### config.mk
export PLATFORM = sky130hd
export DESIGN_NAME = rtcm_top
export DESIGN_NICKNAME = d
export VERILOG_FILES = /design/src/core/rtcm_pkg.sv /design/src/core/rtcm_regs_if.sv /design/src/core/rtcm_top.sv /design/src/core/rtcm_byte_reg.sv
export SDC_FILE = /design/constraint.sdc
export NUM_CORES = 1
export LEC_CHECK = 0
export ABC_AREA = 1
export BUFFER_PORTS_ARGS = -buffer_cell sky130_fd_sc_hd__buf_4
export CORE_UTILIZATION = 30
export DETAILED_ROUTE_END_ITERATION = 6
export PLACE_DENSITY = 0.52
export SLEW_MARGIN = 10
export SYNTH_ARGS = -nofsm -noshare
export SYNTH_HDL_FRONTEND = slang
export SYNTH_HIERARCHICAL = 1
export SYNTH_SLANG_ARGS = --single-unit
### constraint.sdc
create_clock -name clk -period 2.1 [get_ports clk]
set_clock_uncertainty 0.1 [all_clocks]
set_input_delay 0.105 -clock clk [delete_from_list [all_inputs] [get_ports clk]]
set_output_delay 0.105 -clock clk [all_outputs]
set_load 0.02 [all_outputs]
### src/core/rtcm_pkg.sv
// Package for the clock calendar register map: offsets, fields, reset values.
// Assumes a 32-bit APB master; one register per aligned word.
// Summary of operation
// - In packed decimal mode the seconds, minutes and their alarms keep tens in bits 6..4, units in 3..0, bit 7 zero, range 00-59.
// - In decimal mode hours use bit 7 as the afternoon flag with tens in bit 4 for 12-hour form, or tens in bits 5..4 for 24-hour form.
// - Day, date, month and year sit at consecutive locations, with century and a date alarm in bank one.
// - In binary mode every time, calendar and alarm byte is a plain binary count.
// - Four control registers follow the year byte; the flag register reads zero in bits 3..0 and the battery register in bits 6..0.
// - Time and calendar bytes have no defined content at power-up; software initialises them. Here reset loads DATA_RESET, 00, into them.
// - Time and date bytes other than seconds accept ones in bit positions shown as zero.
// - Writes to the flag and battery registers, to bit 7 of the rate register and to bit 7 of seconds are ignored.
// - An alarm byte with both top bits set matches any value of its time byte.
// - The data-format selector picks binary when one, decimal when zero; the hour-format selector picks 24-hour when one.
// - Control registers appear in both banks; the bank-select bit exposes century and date alarm.
package rtcm_pkg;
  localparam logic [7:0] ADDR_SECONDS = 8'h00;
  localparam logic [7:0] ADDR_ALARM_SECONDS = 8'h01;
  localparam logic [7:0] ADDR_MINUTES = 8'h02;
  localparam logic [7:0] ADDR_ALARM_MINUTES = 8'h03;
  localparam logic [7:0] ADDR_HOURS = 8'h04;
  localparam logic [7:0] ADDR_ALARM_HOURS = 8'h05;
  localparam logic [7:0] ADDR_DAY_OF_WEEK = 8'h06;
  localparam logic [7:0] ADDR_DAY_OF_MONTH = 8'h07;
  localparam logic [7:0] ADDR_MONTH = 8'h08;
  localparam logic [7:0] ADDR_YEAR = 8'h09;
  localparam logic [7:0] ADDR_RATE_CTRL = 8'h0A;
  localparam logic [7:0] ADDR_IRQ_FMT_CTRL = 8'h0B;
  localparam logic [7:0] ADDR_IRQ_FLAGS = 8'h0C;
  localparam logic [7:0] ADDR_BATTERY = 8'h0D;
  localparam logic [7:0] ADDR_CENTURY = 8'h48;
  localparam logic [7:0] ADDR_ALARM_DATE = 8'h49;
  // Register index is the printed offset; byte address is index times four
  localparam int ADDR_LSB = 2;
  localparam int IDX_W = 8;
  // Rate/divider control fields
  localparam int RATE_PENDING_BIT = 7;
  localparam int RATE_BANK_BIT = 4;
  localparam logic [7:0] RATE_WRITE_MASK = 8'h7F;
  localparam logic [7:0] RATE_RESET = 8'h20;
  // Interrupt/format control fields
  localparam int FMT_BINARY_BIT = 2;
  localparam int FMT_24H_BIT = 1;
  localparam logic [7:0] FMT_RESET = 8'h00;
  // Fixed read and write masks
  localparam logic [7:0] FLAGS_READ_MASK = 8'hF0;
  localparam logic [7:0] BATTERY_READ_MASK = 8'h80;
  localparam logic [7:0] SECONDS_WRITE_MASK = 8'h7F;
  localparam logic [1:0] ALARM_ANY = 2'b11;
  localparam int NUM_TIME_BYTES = 10;
  localparam logic [7:0] DATA_RESET = 8'h00;
endpackage : rtcm_pkg

### src/core/rtcm_regs_if.sv
// Interface carrying byte register write strobe and data inside the block.
// Assumes a single clock domain.
`timescale 1ns/1ps
`default_nettype none
interface rtcm_regs_if;
  logic we;
  logic [7:0] wdata;
  logic [7:0] q;
  modport ctrl (output we, output wdata, input q);
  modport store (input we, input wdata, output q);
endinterface : rtcm_regs_if
`default_nettype wire

### src/core/rtcm_top.sv
// Top of the clock calendar register map with an APB slave.
// Assumes flags and battery status come from the timekeeping core outside.
//
// Implementation choice: the APB slave port.
`timescale 1ns/1ps
`default_nettype none
module rtcm_top #(
  parameter int ADDR_W = 12
) (
  // Clock, reset, enable
  input wire logic clk,
  input wire logic rst_n,
  input wire logic clk_en,
  // APB slave
  input wire logic psel,
  input wire logic penable,
  input wire logic pwrite,
  input wire logic [ADDR_W-1:0] paddr,
  input wire logic [31:0] pwdata,
  input wire logic [3:0] pstrb,
  output logic [31:0] prdata,
  output logic pready,
  output logic pslverr,
  // Status from the timekeeping core
  input wire logic update_pending_flag,
  input wire logic [3:0] irq_flag_bits,
  input wire logic battery_good_flag,
  // Control and alarm match out
  output logic data_format_select,
  output logic hour_24_select,
  output logic bank_select,
  output logic alarm_match
);
  logic [rtcm_pkg::IDX_W-1:0] idx;
  logic in_range;
  logic access;
  logic wr_stb;
  logic [7:0] wbyte;
  logic bank1_hit;
  logic [7:0] rbyte;
  logic rhit;
  logic [7:0] tb [rtcm_pkg::NUM_TIME_BYTES];
  logic [7:0] century_q;
  logic [7:0] alarm_date_q;
  logic [7:0] rate_q;
  logic [7:0] fmt_q;
  logic next_match;

  // Register index from word address; upper bits beyond index must be zero
  assign idx = paddr[rtcm_pkg::ADDR_LSB +: rtcm_pkg::IDX_W];
  assign in_range = (paddr[ADDR_W-1:rtcm_pkg::ADDR_LSB+rtcm_pkg::IDX_W] == '0);
  assign access = psel && penable && !pready;
  assign wr_stb = clk_en && access && pwrite && pstrb[0] && in_range;
  assign wbyte = pwdata[7:0];
  assign bank1_hit = rate_q[rtcm_pkg::RATE_BANK_BIT];

  // Ten time bytes; seconds bit 7 is fixed, others take any bits
  for (genvar g = 0; g < rtcm_pkg::NUM_TIME_BYTES; g++)
  begin : g_time
    rtcm_regs_if bus_i ();
    localparam logic [7:0] MSK = (g == 0) ? rtcm_pkg::SECONDS_WRITE_MASK : 8'hFF;
    assign bus_i.we = wr_stb && (idx == 8'(g));
    assign bus_i.wdata = wbyte;
    assign tb[g] = bus_i.q;
    rtcm_byte_reg #(.WMASK(MSK), .RESET_VAL(rtcm_pkg::DATA_RESET)) u_reg (
      .clk(clk),
      .rst_n(rst_n),
      .clk_en(clk_en),
      .port(bus_i)
    );
  end

  // Bank-one extended bytes and the two writable control bytes
  rtcm_regs_if cen_i ();
  rtcm_regs_if adt_i ();
  rtcm_regs_if rate_i ();
  rtcm_regs_if fmt_i ();
  assign cen_i.we = wr_stb && bank1_hit && (idx == rtcm_pkg::ADDR_CENTURY);
  assign adt_i.we = wr_stb && bank1_hit && (idx == rtcm_pkg::ADDR_ALARM_DATE);
  assign rate_i.we = wr_stb && (idx == rtcm_pkg::ADDR_RATE_CTRL);
  assign fmt_i.we = wr_stb && (idx == rtcm_pkg::ADDR_IRQ_FMT_CTRL);
  assign cen_i.wdata = wbyte;
  assign adt_i.wdata = wbyte;
  assign rate_i.wdata = wbyte;
  assign fmt_i.wdata = wbyte;
  assign century_q = cen_i.q;
  assign alarm_date_q = adt_i.q;
  assign rate_q = rate_i.q;
  assign fmt_q = fmt_i.q;

  rtcm_byte_reg #(.WMASK(8'hFF), .RESET_VAL(rtcm_pkg::DATA_RESET)) u_century (
    .clk(clk),
    .rst_n(rst_n),
    .clk_en(clk_en),
    .port(cen_i)
  );
  rtcm_byte_reg #(.WMASK(8'hFF), .RESET_VAL(rtcm_pkg::DATA_RESET)) u_alarm_date (
    .clk(clk),
    .rst_n(rst_n),
    .clk_en(clk_en),
    .port(adt_i)
  );
  // Pending flag bit is owned by the core, not by software
  rtcm_byte_reg #(.WMASK(rtcm_pkg::RATE_WRITE_MASK), .RESET_VAL(rtcm_pkg::RATE_RESET)) u_rate (
    .clk(clk),
    .rst_n(rst_n),
    .clk_en(clk_en),
    .port(rate_i)
  );
  rtcm_byte_reg #(.WMASK(8'hFF), .RESET_VAL(rtcm_pkg::FMT_RESET)) u_fmt (
    .clk(clk),
    .rst_n(rst_n),
    .clk_en(clk_en),
    .port(fmt_i)
  );

  // Read decode; flag and battery bytes have no storage so writes vanish
  always_comb
  begin
    rbyte = 8'h00;
    rhit = in_range;
    if (idx < 8'(rtcm_pkg::NUM_TIME_BYTES))
      rbyte = tb[idx[3:0]];
    else if (idx == rtcm_pkg::ADDR_RATE_CTRL)
      rbyte = {update_pending_flag, rate_q[6:0]};
    else if (idx == rtcm_pkg::ADDR_IRQ_FMT_CTRL)
      rbyte = fmt_q;
    else if (idx == rtcm_pkg::ADDR_IRQ_FLAGS)
      rbyte = {irq_flag_bits, 4'h0} & rtcm_pkg::FLAGS_READ_MASK;
    else if (idx == rtcm_pkg::ADDR_BATTERY)
      rbyte = {battery_good_flag, 7'h00} & rtcm_pkg::BATTERY_READ_MASK;
    else if (bank1_hit && idx == rtcm_pkg::ADDR_CENTURY)
      rbyte = century_q;
    else if (bank1_hit && idx == rtcm_pkg::ADDR_ALARM_DATE)
      rbyte = alarm_date_q;
    else
      rhit = 1'b0;
  end

  // Three-cycle APB: one wait state keeps pready registered
  always_ff @(posedge clk or negedge rst_n)
  begin
    if (!rst_n)
    begin
      pready <= 1'b0;
      prdata <= 32'h0000_0000;
      pslverr <= 1'b0;
    end
    else if (clk_en)
    begin
      pready <= access;
      if (access)
      begin
        prdata <= pwrite ? 32'h0000_0000 : {24'h000000, rbyte};
        pslverr <= !rhit;
      end
      else
        pslverr <= 1'b0;
    end
  end

  // Alarm compare; both top bits set is a wildcard
  function automatic logic alarm_hit(input logic [7:0] a, input logic [7:0] t);
    alarm_hit = (a[7:6] == rtcm_pkg::ALARM_ANY) || (a == t);
  endfunction : alarm_hit

  assign next_match = alarm_hit(tb[1], tb[0]) && alarm_hit(tb[3], tb[2])
    && alarm_hit(tb[5], tb[4]);

  // Registered control outputs
  always_ff @(posedge clk or negedge rst_n)
  begin
    if (!rst_n)
    begin
      data_format_select <= 1'b0;
      hour_24_select <= 1'b0;
      bank_select <= 1'b0;
      alarm_match <= 1'b0;
    end
    else if (clk_en)
    begin
      data_format_select <= fmt_q[rtcm_pkg::FMT_BINARY_BIT];
      hour_24_select <= fmt_q[rtcm_pkg::FMT_24H_BIT];
      bank_select <= rate_q[rtcm_pkg::RATE_BANK_BIT];
      alarm_match <= next_match;
    end
  end
endmodule : rtcm_top
`default_nettype wire

### src/core/rtcm_byte_reg.sv
// One byte of register storage with a write mask.
// Assumes writes are single-cycle strobes from the bus decode.
`timescale 1ns/1ps
`default_nettype none
module rtcm_byte_reg #(
  parameter logic [7:0] WMASK = 8'hFF,
  parameter logic [7:0] RESET_VAL = 8'h00
) (
  // Clock and reset
  input wire logic clk,
  input wire logic rst_n,
  input wire logic clk_en,
  // Storage port
  rtcm_regs_if.store port
);
  logic [7:0] value;

  // Masked bits keep their old value
  always_ff @(posedge clk or negedge rst_n)
  begin
    if (!rst_n)
      value <= RESET_VAL;
    else if (clk_en && port.we)
      value <= (port.wdata & WMASK) | (value & ~WMASK);
  end

  assign port.q = value;
endmodule : rtcm_byte_reg
`default_nettype wire

# After elaboration in Yosys (flattened, before gate mapping)
# Index checks and enable logic that the tools add are counted.
# Widths: inputs -> output; s select.
# op_classes
n_reduce_logical	47
eq_ne	21
bitwise	3
n_mux	19
order_cmp	2
# ops
operator	n
$mux 8	10
$eq 8x4->1 const B	6
$logic_and 1x1->1	39
$bmux 8 s4	1
$eq 8x3->1 const B	4
$eq 8x8->1	3
$eq 8x2->1 const B	2
$eq 8x7->1 const B	2
$or 7x8->8	2
$eq 8x1->1 const B	1
$logic_not 8->1	1
$lt 8x4->1 const B	1
$mux 1	8
$eq 2x2->1 const B	3
$ge 5x5->1 const B	1
$not 4->5	1
$logic_or 1x1->1	3
$logic_not 1->1	2
$logic_not 2->1	1
$reduce_and 2->1	1
# word_totals
output_inout_bits	38
reg_bits	150

# Logic depth before layout (Yosys ltp)
# logic_depth
ltp_word	11
mapped_depth	12
depth_no_buf	11

# Modules after synthesis
# The synthesis kept the hierarchy.
# by_module_without_submodules
mod	instances	cells_each	area_each_um2	seq_area_each_um2
rtcm_byte_reg at g_time[1].u_reg ...	12	35	342.8	200.2
rtcm_top	1	478	2484.9	350.3
rtcm_byte_reg at u_rate	1	33	352.8	176.4
rtcm_byte_reg at g_time[0].u_reg	1	33	351.6	175.2

# Least setup slack after synthesis
# OpenSTA, ideal clock, no wires.
# synth_timing
path_type	register to register
start	register pready
end	register g_time[0].u_reg.value[2]
n_path_buf	2
path_stages_with_launch	13
synth_period_minus_slack_ps	1821
slack_ps	279
t_arrival_ps	1605
path_cell_list	dfrtp_1 inv_1 nand4_1 clkbuf_1 inv_1 nand4_1 inv_1 nand2_1 nor2_1 buf_6 nand2_8 nand2_2 nand2_2
# synth_via
elab_chain_len	8
# synth_lines
item	line	rtl
start: declaration	rtcm_top.sv:22	output logic pready,
start signal: assignment	rtcm_top.sv:151	pready <= access;
$logic_not 1->1	rtcm_top.sv:52	assign access = psel && penable && !pready;
$logic_and 1x1->1	rtcm_top.sv:52	
$logic_and 1x1->1 (4 in series)	rtcm_top.sv:53	assign wr_stb = clk_en && access && pwrite && pstrb[0] && in_range;
$logic_and 1x1->1	rtcm_top.sv:62	assign bus_i.we = wr_stb && (idx == 8'(g));
named net g_time[0].bus_i.we	rtcm_regs_if.sv:6	logic we;
$logic_and 1x1->1	rtcm_byte_reg.sv:23	else if (clk_en && port.we)
end signal: assignment	rtcm_byte_reg.sv:24	value <= (port.wdata & WMASK) | (value & ~WMASK);
end: declaration	rtcm_byte_reg.sv:16	logic [7:0] value;
# The timed path passes the listed nets, and every way through them passes these cells.
# A chain may end at the register's enable or synchronous reset.

# Final worst setup path
# layout_timing
start	input port paddr[10]
end	register pslverr
# layout_via
elab_chain_len	10
# layout_lines
item	line	rtl
start: declaration	rtcm_top.sv:18	input wire logic [ADDR_W-1:0] paddr,
$logic_not 2->1 (*)	rtcm_top.sv:51	assign in_range = (paddr[ADDR_W-1:rtcm_pkg::ADDR_LSB+rtcm_pkg::IDX_W] == '0);
$mux 1	rtcm_top.sv:134	else if (bank1_hit && idx == rtcm_pkg::ADDR_ALARM_DATE)
$mux 1	rtcm_top.sv:132	else if (bank1_hit && idx == rtcm_pkg::ADDR_CENTURY)
$mux 1	rtcm_top.sv:130	else if (idx == rtcm_pkg::ADDR_BATTERY)
$mux 1	rtcm_top.sv:128	else if (idx == rtcm_pkg::ADDR_IRQ_FLAGS)
$mux 1	rtcm_top.sv:126	else if (idx == rtcm_pkg::ADDR_IRQ_FMT_CTRL)
$mux 1	rtcm_top.sv:124	else if (idx == rtcm_pkg::ADDR_RATE_CTRL)
$mux 1 (*)	rtcm_top.sv:122	if (idx < 8'(rtcm_pkg::NUM_TIME_BYTES))
$logic_not 1->1 (*)	rtcm_top.sv:155	pslverr <= !rhit;
$mux 1 (*)	rtcm_top.sv:152	if (access)
end signal: assignment	rtcm_top.sv:155	
end: declaration	rtcm_top.sv:23	output logic pslverr,
# Mark *: on every way between the ends. The rest lies on a longest branch, timed or not.

==> flow_metrics.env <==
export IMPL_status="complete, no violations"
export IMPL_clk_latency_ns=0.42
export IMPL_clk_path_buf_depth=2
export IMPL_hpwl_mm=13.9
export IMPL_tightest_slew_ns=0.910
export IMPL_r2r_start="pready"
export IMPL_avgSynthCellArea_sq_um=7.58
export IMPL_report_final_slew_viol_count=0
export IMPL_crit_arrival_ns=2.14
export IMPL_drt_iter0_drc=422
export IMPL_slew_headroom_pct=39.3
export IMPL_finalSetupTns_ns=0
export IMPL_die_w_um=158
export IMPL_setup_viol=0
export IMPL_grt_ovfl_total=0
export IMPL_postLayoutCoreUtil_pct=36.0
export IMPL_hold_violations=0
export IMPL_num_rows=56
export IMPL_ant_nets=0
export IMPL_fp_dieH_um=158
export IMPL_vias=6163
export IMPL_grt_max_degree=131
export IMPL_wirelength_mm=20.7
export IMPL_met1_usage_pct=25.6
export IMPL_critical_path_class="primary input to flop"
export IMPL_cts_tree="done"
export IMPL_grt_pass1_vias=5790
export IMPL_syn_to_final_growth_pct=16.8
export IMPL_fin_crit_sh_pct=91.7
export IMPL_r2r_end="g_time[1].u_reg/port.q[2]"
export IMPL_cts_max_level=4
export IMPL_viasPerCell=4.53
export IMPL_first_pass_iters=5
export IMPL_cp_end_kind="flop"
export IMPL_place_congestion=0.857
export IMPL_hold_ws_ns=0.0581
export IMPL_clk_pin_slew_ns=0.06
export IMPL_syn_cell_area_sq_um=7290
export IMPL_critPathRequiredTime_ns=2.31
export IMPL_cellPowerDensity_nw_per_um2=682
export IMPL_startpoint_type="primary input"
export IMPL_synth_cells=962
export IMPL_ir_drop_v=0.000489
export IMPL_initial_core_util_pct=30.8
export IMPL_cp_max_fo=2
export IMPL_grt_util_all_layers_pct=17.7
export IMPL_grtUsageMet2_pct=27.1
export IMPL_antenna_found_initial=0
export IMPL_final_nets=1087
export IMPL_hold_class="primary input to flop"
export IMPL_die_area_sq_um=24900
export IMPL_drc_errors=0
export IMPL_final_cell_area_sq_um=8520
export IMPL_io_buffers=44
export IMPL_regToRegSetupSlack_ns=0.22
export IMPL_worst_r2r_cell_count=11
export IMPL_power_leakage_nw=4.52
export IMPL_antenna_cells=0
export IMPL_numCtsBuffers=17
export IMPL_grt_busiest_layer="met2"
export IMPL_avgRoutedWirePerCell_um=15.3
export IMPL_coreArea_sq_um=23700
export IMPL_fin_crit_ns=1.92
export IMPL_yosysWarnings=6
export IMPL_cts_root_buf="clkbuf_16"
export IMPL_min_from="penable"
export IMPL_layout_drive_gt1_share_pct=16.1
export IMPL_clock_sinks=124
export IMPL_holdPathStages=4
export IMPL_use_met3_pct=2.74
export IMPL_postPlaceCellArea_sq_um=7770
export IMPL_pin_count=98
export IMPL_grt_pass1_wl_mm=33.1
export IMPL_n_fill_cell=2526
export IMPL_max_freq_mhz=520
export IMPL_cap_violations=0
export IMPL_rsz0062_at_grt="false"
export IMPL_hold_end="pready"
through the flow:
stage          power (mW)  instances  setup slack [ns]
2_1_floorplan        2.76        985             0.279
3_3_place_gp         2.96       1310             0.139
3_5_place_dp         2.96       1310             0.147
4_1_cts              5.88       1358             0.113
5_1_grt              6.01       1359            0.0397
6_report             5.81       1359             0.175
registers in the layout, summed over array words and instances (netlist names), 7 cells and up:
register	flops
u_alarm_date/port.q	8
u_century/port.q	8
u_fmt/port.q	8
g_time.u_reg/port.q	79
prdata	8
u_rate/port.q	7
placed cells by master (no fill, tap or decap), types with 4 or more instances in the layout:
cell type / instances
a21oi_1: 10
buf_4: 67
clkbuf_16: 17
clkinv_2: 4
clkinv_4: 5
conb_1: 25
dfrtp_1: 123
dlygate4sd3_1: 16
inv_1: 26
nand2_1: 358
nand2_2: 30
nand2_8: 14
nand3_1: 150
nand4_1: 10
nor2_1: 125
nor2_2: 5
o21ai_0: 7
or2_2: 6
xnor2_1: 16
area by class of cell:
| class | instances | area (sq um) | share of cell area (%) |
|---|---|---|---|
| inverters | 29 | 111 | 1.31 |
| repair buffers | 87 | 734 | 8.62 |
| flip-flops and latches | 124 | 3100 | 36.4 |
| multi-input cells | 768 | 3590 | 42.2 |
| clock buffers | 18 | 429 | 5.04 |
| clock inverters | 14 | 148 | 1.73 |
| well taps | 319 | 399 | 4.68 |
worst max-delay path by stage:
stage                          start                        end  slack, ns  depth (start not counted)
floorplan                     pready  g_time[0].u_reg/port.q[2]       0.28                         12
global placement              pready  g_time[7].u_reg/port.q[6]       0.14                         11
detailed placement            pready  g_time[6].u_reg/port.q[4]       0.15                         11
CTS                 u_rate/port.q[4]                    pslverr       0.11                          8
global route                  pready  g_time[1].u_reg/port.q[6]       0.04                         11
finish                     paddr[10]                    pslverr       0.18                          8
layer usage:
metal  part of all wire (%)  vias up
met5                      0        -
met4                    1.4        0
met3                    3.7       20
met2                     45      123
met1                     50     2886
li1                       -     3134
where the power goes:
group	internal (mW)	switching, mW	total, mW
sequential	2.40	0.00561	2.41
clock	1.75	1.13	2.88
combinational	0.142	0.385	0.527
total	4.29	1.52	5.81
worst max-delay path, stage by stage:
cell,delay [ns]
dlygate4sd3_1,0.55
buf_4,0.13
nor2_1,0.10
dlygate4sd3_1,0.56
nand2_1,0.05
nand2_1,0.05
dlygate4sd3_1,0.54
nand2_1,0.05
timing repair:
item / CTS / global route
buffers inserted: 0 / 1
endpoints found under the hold margin: 238 / 0
gates resized for setup: 0 / 1
endpoints found under the setup margin: 0 / 54
hold buffers: 16 / 0
(Power assumes the default switching activity.)
